### src/core/rai_pkg.sv
/*
  Constants, types and state layout for the reset and interrupt control block.
  Assumes a single 50 MHz clock that is also the high-frequency core clock.
*/
// Function
// - Malfunction reset lasts at most 24 clocks.
// - Power-up may give one spurious malfunction reset.
// - Reset loads reset vector, clears flags, latches.
// - External pin low 12 clocks before reset.
// - Pin high releases reset at reset vector.
// - Fetch from protected area raises address trap.
// - Trap select chooses reset or trap interrupt.
// - Watchdog select chooses reset or interrupt.
// - Illegal oscillator disable causes system clock reset.
// - After trap reset core fetches reset vector.
// - Twenty sources, four non-maskable, nesting allowed.
// - Request sets pending latch, latch asks CPU.
// - Maskable needs global and source enable.
// - Fixed priority: reset, non-maskable, maskable ascending.
// - Non-maskable vectors and latch numbers fixed.
// - Maskable indices four to nineteen, vector map.
// - Converter latch loss on lower acceptance documented; here accept clears only the presented source latch.
// - Accepted source latch cleared by hardware.
// - Accept saves global mask, then clears it.
package rai_pkg;
  localparam int CLK_NS = 20;
  localparam int MAL_RESET_NS = 480;
  localparam int EXT_LOW_NS = 240;
  localparam int MAL_CYC = (MAL_RESET_NS / CLK_NS < 1) ? 1 : MAL_RESET_NS / CLK_NS;
  localparam int EXT_CYC = (EXT_LOW_NS + CLK_NS - 1) / CLK_NS;
  localparam logic [7:0] CTRL_OFS = 8'h00;
  localparam logic [7:0] ENABLE_OFS = 8'h04;
  localparam logic [7:0] PENDING_OFS = 8'h08;
  localparam logic [7:0] STATUS_OFS = 8'h0C;
  localparam int GMASK_BIT = 0;
  localparam int PIN0_EN_BIT = 1;
  localparam int RAM_TRAP_BIT = 2;
  localparam int TRAP_OUT_BIT = 3;
  localparam int WDT_OUT_BIT = 4;
  localparam int SYSTEM_CLOCK_SELECT_BIT = 5;
  localparam int LOW_OSC_BIT = 6;
  localparam int HIGH_OSC_BIT = 7;
  localparam logic [7:0] CTRL_RST = 8'hD8;
  localparam logic [19:0] LATCH_MASK = 20'hFFFFC;
  localparam logic [19:0] ENABLE_MASK = 20'hFFFF0;
  localparam logic [15:0] VEC_RESET = 16'hFFFE;
  localparam logic [15:0] VEC_SWI = 16'hFFFC;
  localparam logic [15:0] VEC_TRAP = 16'hFFFA;
  localparam logic [15:0] VEC_WDT = 16'hFFF8;
  localparam logic [15:0] VEC_LOW_BASE = 16'hFFF6;
  localparam logic [15:0] VEC_HIGH_BASE = 16'hFFBE;
  localparam logic [4:0] IDX_SWI = 5'h00;
  localparam logic [4:0] IDX_TRAP = 5'h02;
  localparam logic [4:0] IDX_WDT = 5'h03;
  localparam logic [4:0] IDX_PIN0 = 5'h04;
  localparam logic [4:0] IDX_SPLIT = 5'h10;
  localparam logic [4:0] IDX_LAST = 5'h13;

  typedef enum logic [2:0] {
    RAI_RUN = 3'b001,
    RAI_EXT = 3'b010,
    RAI_MAL = 3'b100
  } rai_rst_state_type;

  typedef struct packed {
    logic valid;
    logic sfr;
    logic dbr;
    logic ram;
  } rai_fetch_type;

  typedef struct packed {
    logic accept;
    logic ret;
    logic restored_mask;
    logic swi_req;
    logic undef_req;
    rai_fetch_type fetch;
  } rai_core_type;

  typedef struct packed {
    logic req;
    logic [4:0] index;
    logic [15:0] vector;
    logic saved_mask;
  } rai_irq_type;

  typedef struct packed {
    logic pin_s1;
    logic pin_s2;
    logic [4:0] ext_cnt;
    logic [4:0] mal_cnt;
    rai_rst_state_type state;
    logic core_reset_n;
    logic [3:0] cause;
    logic [7:0] ctrl;
    logic [19:0] enable;
    logic [19:0] pending;
    rai_irq_type irq;
    logic pready;
    logic pslverr;
    logic [31:0] prdata;
  } rai_state_type;
endpackage

### src/core/rai_ctrl.sv
/*
  Reset sequencer, interrupt latches, enables and priority encoder with an APB register port.
  Assumes the core pulses accept and return, holds software requests until accepted,
  and that the watchdog and address decode live outside on the same clock.
*/
`timescale 1ns/10ps
module rai_ctrl (
  input wire logic pclk,
  input wire logic presetn,
  input wire logic psel,
  input wire logic penable,
  input wire logic pwrite,
  input wire logic [7:0] paddr,
  input wire logic [31:0] pwdata,
  output logic [31:0] prdata,
  output logic pready,
  output logic pslverr,
  input wire logic ext_reset_pin_n,
  input wire logic watchdog_expired,
  input wire logic [15:0] maskable_req,
  input wire rai_pkg::rai_core_type core,
  output rai_pkg::rai_irq_type irq,
  output logic core_reset_n,
  output logic high_osc_enable,
  output logic low_osc_enable,
  output logic system_clock_select
);
  import rai_pkg::*;

  rai_state_type s_r;
  rai_state_type s_nxt;

  function automatic logic [15:0] vec_of(input logic [4:0] idx);
    logic [15:0] k;
    k = {11'h000, idx};
    if (idx == IDX_SWI) begin
      vec_of = VEC_SWI;
    end else if (idx == IDX_TRAP) begin
      vec_of = VEC_TRAP;
    end else if (idx == IDX_WDT) begin
      vec_of = VEC_WDT;
    end else if (idx < IDX_SPLIT) begin
      vec_of = 16'(VEC_LOW_BASE - ((k - 16'h0004) << 1));
    end else begin
      vec_of = 16'(VEC_HIGH_BASE - ((k - 16'h0010) << 1));
    end
  endfunction

  function automatic logic decoded(input logic [7:0] a);
    decoded = (a == CTRL_OFS) || (a == ENABLE_OFS) || (a == PENDING_OFS) ||
              (a == STATUS_OFS);
  endfunction

  logic setup;
  logic wr;
  logic wr_ctrl;
  logic [7:0] new_ctrl;
  logic trap_hit;
  logic trap_rst;
  logic wdt_rst;
  logic clk_rst;
  logic ext_hit;
  logic run;
  logic [19:0] sets;
  logic [19:0] ready_src;
  logic found;
  logic [4:0] pick;

  always_comb begin
    s_nxt = s_r;
    run = (s_r.state == RAI_RUN);
    setup = psel && !penable;
    wr = psel && penable && s_r.pready && pwrite && !s_r.pslverr;
    wr_ctrl = wr && (paddr == CTRL_OFS);
    new_ctrl = pwdata[7:0];
    // Bus answers in the access cycle right after setup.
    s_nxt.pready = setup;
    s_nxt.pslverr = setup && !decoded(paddr);
    s_nxt.prdata = 32'h00000000;
    if (setup && !pwrite) begin
      case (paddr)
        CTRL_OFS: s_nxt.prdata = {24'h000000, s_r.ctrl};
        ENABLE_OFS: s_nxt.prdata = {12'h000, s_r.enable};
        PENDING_OFS: s_nxt.prdata = {12'h000, s_r.pending};
        STATUS_OFS: s_nxt.prdata = {11'h000, s_r.irq.index, 7'h00, s_r.irq.req, 4'h0,
                                    s_r.cause};
        default: s_nxt.prdata = 32'h00000000;
      endcase
    end
    // Pin passes two flip-flops before anything looks at it.
    s_nxt.pin_s1 = ext_reset_pin_n;
    s_nxt.pin_s2 = s_r.pin_s1;
    if (s_r.pin_s2) begin
      s_nxt.ext_cnt = 5'h00;
    end else if (s_r.ext_cnt != 5'(EXT_CYC)) begin
      s_nxt.ext_cnt = 5'(s_r.ext_cnt + 5'h01);
    end
    ext_hit = (s_nxt.ext_cnt == 5'(EXT_CYC));
    trap_hit = run && core.fetch.valid &&
               (core.fetch.sfr || core.fetch.dbr ||
                (core.fetch.ram && s_r.ctrl[RAM_TRAP_BIT]));
    trap_rst = trap_hit && s_r.ctrl[TRAP_OUT_BIT];
    wdt_rst = run && watchdog_expired && s_r.ctrl[WDT_OUT_BIT];
    // A rejected clock write is dropped so both oscillators keep running.
    clk_rst = run && wr_ctrl &&
              ((!new_ctrl[HIGH_OSC_BIT] && !new_ctrl[LOW_OSC_BIT] &&
                s_r.ctrl[HIGH_OSC_BIT] && s_r.ctrl[LOW_OSC_BIT]) ||
               (!new_ctrl[HIGH_OSC_BIT] && s_r.ctrl[HIGH_OSC_BIT] &&
                !s_r.ctrl[SYSTEM_CLOCK_SELECT_BIT]) ||
               (!new_ctrl[LOW_OSC_BIT] && s_r.ctrl[LOW_OSC_BIT] &&
                s_r.ctrl[SYSTEM_CLOCK_SELECT_BIT]));
    case (s_r.state)
      RAI_RUN: begin
        if (ext_hit) begin
          s_nxt.state = RAI_EXT;
          s_nxt.cause = 4'h1;
        end else if (trap_rst || wdt_rst || clk_rst) begin
          s_nxt.state = RAI_MAL;
          s_nxt.mal_cnt = 5'(MAL_CYC - 1);
          s_nxt.cause = {clk_rst, wdt_rst, trap_rst, 1'b0};
        end
      end
      RAI_EXT: begin
        if (s_r.pin_s2) begin
          s_nxt.state = RAI_RUN;
        end
      end
      RAI_MAL: begin
        if (ext_hit) begin
          s_nxt.state = RAI_EXT;
          s_nxt.cause = 4'h1;
        end else if (s_r.mal_cnt == 5'h00) begin
          s_nxt.state = RAI_RUN;
        end else begin
          s_nxt.mal_cnt = 5'(s_r.mal_cnt - 5'h01);
        end
      end
      default: s_nxt.state = RAI_RUN;
    endcase
    // Software writes: AND semantics on latches, a zero clears a bit and a one leaves it unchanged.
    if (wr_ctrl && !clk_rst) begin
      s_nxt.ctrl = new_ctrl;
    end
    if (wr && (paddr == ENABLE_OFS)) begin
      s_nxt.enable = pwdata[19:0] & ENABLE_MASK;
    end
    if (wr && (paddr == PENDING_OFS)) begin
      s_nxt.pending = s_r.pending & pwdata[19:0];
    end
    if (run && core.accept && s_r.irq.req) begin
      s_nxt.irq.saved_mask = s_r.ctrl[GMASK_BIT];
      s_nxt.ctrl[GMASK_BIT] = 1'b0;
      // Only the presented source is cleared, so a converter request is never lost.
      if (s_r.irq.index != IDX_SWI) begin
        s_nxt.pending[s_r.irq.index] = 1'b0;
      end
    end else if (run && core.ret) begin
      s_nxt.ctrl[GMASK_BIT] = core.restored_mask;
    end
    sets = {maskable_req, watchdog_expired && !s_r.ctrl[WDT_OUT_BIT],
            trap_hit && !s_r.ctrl[TRAP_OUT_BIT], 2'b00};
    if (run) begin
      s_nxt.pending = (s_nxt.pending | sets) & LATCH_MASK;
    end
    // Priority pick from the state being written, so it matches next cycle.
    ready_src = s_nxt.pending & s_nxt.enable &
                {20{s_nxt.ctrl[GMASK_BIT]}};
    ready_src[IDX_PIN0] = ready_src[IDX_PIN0] && s_nxt.ctrl[PIN0_EN_BIT];
    ready_src[IDX_TRAP] = s_nxt.pending[IDX_TRAP];
    ready_src[IDX_WDT] = s_nxt.pending[IDX_WDT];
    found = 1'b0;
    pick = IDX_SWI;
    for (int i = 19; i >= 2; i--) begin
      if (ready_src[i]) begin
        found = 1'b1;
        pick = 5'(i);
      end
    end
    if (core.swi_req || core.undef_req) begin
      found = 1'b1;
      pick = IDX_SWI;
    end
    s_nxt.irq.req = found && !core.accept;
    s_nxt.irq.index = found ? pick : IDX_SWI;
    s_nxt.irq.vector = found ? vec_of(pick) : VEC_RESET;
    // Internal reset reinitialises control state but not the cause record.
    s_nxt.core_reset_n = (s_nxt.state == RAI_RUN);
    if (s_nxt.state != RAI_RUN) begin
      s_nxt.ctrl = CTRL_RST;
      s_nxt.enable = 20'h00000;
      s_nxt.pending = 20'h00000;
      s_nxt.irq.req = 1'b0;
      s_nxt.irq.index = IDX_SWI;
      s_nxt.irq.vector = VEC_RESET;
    end
  end

  always_ff @(posedge pclk or negedge presetn) begin
    if (!presetn) begin
      s_r <= '0;
      s_r.state <= RAI_MAL;
      s_r.mal_cnt <= 5'(MAL_CYC - 1);
      s_r.pin_s1 <= 1'b1;
      s_r.pin_s2 <= 1'b1;
      s_r.ctrl <= CTRL_RST;
      s_r.irq.vector <= VEC_RESET;
    end else begin
      s_r <= s_nxt;
    end
  end

  assign prdata = s_r.prdata;
  assign pready = s_r.pready;
  assign pslverr = s_r.pslverr;
  assign irq = s_r.irq;
  assign core_reset_n = s_r.core_reset_n;
  assign high_osc_enable = s_r.ctrl[HIGH_OSC_BIT];
  assign low_osc_enable = s_r.ctrl[LOW_OSC_BIT];
  assign system_clock_select = s_r.ctrl[SYSTEM_CLOCK_SELECT_BIT];
endmodule // rai_ctrl

### config.mk
export PLATFORM = sky130hd
export DESIGN_NAME = rai_ctrl
export DESIGN_NICKNAME = d
export VERILOG_FILES = /design/src/core/rai_pkg.sv /design/src/core/rai_ctrl.sv
export SDC_FILE = /design/constraint.sdc
export NUM_CORES = 1
export LEC_CHECK = 0
export BUFFER_PORTS_ARGS = -buffer_cell sky130_fd_sc_hd__buf_2
export CAP_MARGIN = 30
export CELL_PAD_IN_SITES_DETAIL_PLACEMENT = 1
export CELL_PAD_IN_SITES_GLOBAL_PLACEMENT = 2
export CORE_ASPECT_RATIO = 1.5
export CORE_MARGIN = 2
export CORE_UTILIZATION = 30
export DETAILED_ROUTE_END_ITERATION = 7
export PLACE_DENSITY = 0.85
export SYNTH_ARGS = -nofsm -noshare
export SYNTH_HDL_FRONTEND = slang
export SYNTH_SLANG_ARGS = --single-unit
### constraint.sdc
create_clock -name pclk -period 2.5 [get_ports pclk]
set_input_delay 0.5 -clock pclk [delete_from_list [all_inputs] [get_ports pclk]]
set_output_delay 0.5 -clock pclk [all_outputs]
set_load 0.01 [all_outputs]
==> summary.txt <==
Status - finished with violations
Failing checks - setup timing
Cell taking the most area after synthesis - dfrtp_1
DR WL/cell - 20.36 µm
Syn. warnings - 0
Routed Antenna Nets - 0
DIE WIDTH - 119.0 µm
Worst hold slack - 0.005935 ns
CP max FO - 8
Final Cycle Share - 1.089
Worst-path clk slew - 0.08 ns
RSZ-0062 raised after global routing - true
Skew final - 0.01300 ns
Core Box Area - 19630 µm²
Die ar. - 21010 µm²
Synthesized cell area - 5953 µm²
Vias in the first global route - 6194
Fill cell count - 2184
Initial core utilization - 0.3033
Post-DP HPWL - 15.86 mm
Overflow left after global routing - 0
Synth area leaders - dfrtp_1 (37%), dfstp_2 (7.5%), buf_4 (7.1%), nor2_1 (4.7%), mux2i_1 (3.5%)
Vias per inst - 5.235
CP cell instances - buf_6, nor3b_4, buf_6, buf_4, nand2_1, a22o_1, o2bb2ai_2, nor4b_4, a31o_1, a21o_1, or4_1
Placed Area - 7363 µm²
Drt pass-1 iters - 5
Port bufs - 108
CTS Sinks - 104
Max-slew violations - 0
Area delta synth->final - 46.66%
Post-cts hold buffer count - 0
Number of synthesized flops with an enable pin - 0
Post-Syn Instances - 629
Multi-input gate area - 3433 µm²
Finished Layout Cells - 1100
TritonCTS Buffers - 9
Setup violators final - 36
I/O Pins - 133
Sequential share of the synthesized area - 0.4407
Synth async-reset ratio - 1.000
Iter 0 DRT Violations - 308
CTS tree - yes
CP max-delay cell - dfrtp_1
CP dominant cell by count - buf_6
Final WL - 22.39 mm
Worst hold path class - primary input to asynchronous set/reset pin
H-Tree Depth - 3
Antenna cell count - 0
Crit. End Element - flip-flop
F_max - 367.3 MHz
Final hold vios - 0
First-pass GRT wire length - 33.29 mm
CTS max path bufs - 2
Final Instance Area - 8731 µm²
Top_reg_cell synth - dfrtp_1
Post-Syn Area per Cell - 9.465 µm²
CTS Root Cell - clkbuf_16
Crit path launch type - flip-flop
Final GP Congestion - 0.8810
Fin worst setup slack - -0.2224 ns
Setup Total Neg Slack - -2.466 ns
Antenna violations before repair - 0
Critical setup path kind - flip-flop to flip-flop
Share of cells above drive strength 1 - 0.5083
Synth Register Bits - 104
CP arrival - 2.99 ns
Slew @ Worst Pin - 0.4709 ns
Placed cell count - 1044
Nets - 911
Top cell type's share of synthesized area - 0.3657
Tmin final - 2.722 ns
Worst ir drop on vdd - 0.4552 mV
Die H - 176.5 µm
Slowest stage delay, CP - 0.44 ns
All-Layer GR Usage - 0.2044
Clk Latency, worst-skew pair - 0.36 ns
DRC - 0
Max_cap viols - 0
Pwr Density - 827.3 nW/µm²
Worst EP required - 2.77 ns
Via count - 5758
Synth cell types - 72
Register area - 2625 µm²
Leak - 3.936 nW
Relative slew slack - 0.6771
Largest net degree at the start of global routing - 62
Total power - 7.223 mW
Rows - 63
## repair_timing
action / 4_1_cts / 5_1_grt
cloned: 1 / 4
hold endpoints to repair: 0 / 0
endpoints found under the setup margin: 57 / 67
resized for setup: 67 / 85
buffers inserted: 24 / 14
pin swaps: 34 / 29
## report_power, final
group	switching [mW]	internal, mW
Sequential	0.208	1.95
Combinational	1.87	1.84
Clock	0.670	0.684
Total	2.75	4.47
## registers in the layout, indices dropped and copies added (netlist names)
register and cells:
core_reset_n 1, pready 1, low_osc_enable 1, s_nxt 1, pslverr 1, irq 13, prdata 21, high_osc_enable 1
system_clock_select 1, s_r 63
## cell usage after synthesis (5+ instances only)
master    instances
dfrtp_1          87
o21ai_0          20
nand2b_1          6
o22ai_1           7
and3_1            8
nand3_1          11
nor2_1           75
and2_1            6
o21a_1            5
mux2i_1          21
mux2_2            7
inv_1            16
nor2b_1          12
o31ai_1           8
buf_2             9
a211oi_1          5
clkbuf_1         20
buf_4            56
a22oi_1          15
nand4_1           9
nor3_1           15
dfstp_2          17
a21oi_1          36
a22o_1            7
nand2_1          44
buf_1             5
nor3b_1           5
or3_1             6
## worst max-delay path, delay by kind of cell (launching register included)
kind | cells | cell delay (ns)
AOI/OAI and AO/OA | 4 | 0.94
buffers and inverters | 3 | 0.45
DFF | 1 | 0.44
and+or+nand+nor | 4 | 0.78
## path summary, 6_finish.rpt
kind,start,to,slack [ns],cells past startpoint
worst max-delay path,s_r[111],irq[4],-0.22,11
worst min-delay path,presetn,prdata[2],0.006,1
worst max register to register,s_r[111],irq[4],-0.22,11
worst min register to register,s_nxt[123],s_r[123],0.36,0
max in group asynchronous,presetn,irq[15],1.80,2
min in group pclk,ext_reset_pin_n,s_nxt[123],0.23,1
## cell type report
class,instances,share of cell area
clock buffer,11,0.02666
tap,260,0.03726
inverter,17,0.007309
clock inverter,5,0.004729
sequential,104,0.3007
timing repair buffer,275,0.2302
multi-input combinational,428,0.3932
## layer usage
layer,wire [µm],GRT usage
met1,8340,0.2205
met3,836,0.02778
met4,963,0.1101
met2,12250,0.3824
met5,0,0
## cell usage in the layout (no fill, tap or decap), types with 4 or more instances in the layout
cell type | synthesis | layout
o32ai_2 | 1 | 4
mux4_2 | 4 | 4
nor2b_1 | 12 | 11
nand2_2 | 0 | 4
a21oi_2 | 0 | 5
buf_6 | 1 | 14
mux2i_1 | 21 | 17
nor3b_1 | 5 | 4
nand2b_1 | 6 | 5
o22a_1 | 4 | 4
inv_1 | 16 | 13
mux2_2 | 7 | 6
o21ai_0 | 20 | 18
nor2_1 | 75 | 60
clkbuf_16 | 0 | 12
a22o_1 | 7 | 6
buf_2 | 9 | 108
nor2_4 | 0 | 10
a21oi_1 | 36 | 30
a22oi_1 | 15 | 14
o31ai_1 | 8 | 6
inv_2 | 1 | 4
nand2_1 | 44 | 40
buf_4 | 56 | 140
conb_1 | 2 | 13
and3_4 | 0 | 6
buf_12 | 0 | 7
or3_1 | 6 | 4
nor3_2 | 0 | 5
nand3_1 | 11 | 10
and2_1 | 6 | 6
nand4b_1 | 4 | 4
dfrtp_1 | 87 | 86
o22ai_1 | 7 | 4
dfstp_2 | 17 | 17
nand4_1 | 9 | 9
nor2_2 | 0 | 5
nor3_1 | 15 | 8
o21a_1 | 5 | 4
## kinds of logic after synthesis
kind of cell | Yosys count | synth area share
adder cells (fa/ha/maj) | 4 | 0.008407
AO/OA/AOI/OAI | 143 | 0.1635
multiplexers | 32 | 0.06368
other | 2 | 0.001262
buffers and inverters | 108 | 0.1066
flip-flops | 104 | 0.4407
XOR/XNOR | 3 | 0.004414
AND/OR/NAND/NOR | 233 | 0.2114
## metrics by stage
step	utilization	setup slack [ns]
after global routing	0.4448	-0.3036
after detailed placement	0.3752	-0.5750
after floorplan	-	-0.1211
after CTS	0.4152	-0.1575
final	0.4448	-0.2224
after global placement	0.3752	-0.5431
(Power assumes the default switching activity.)
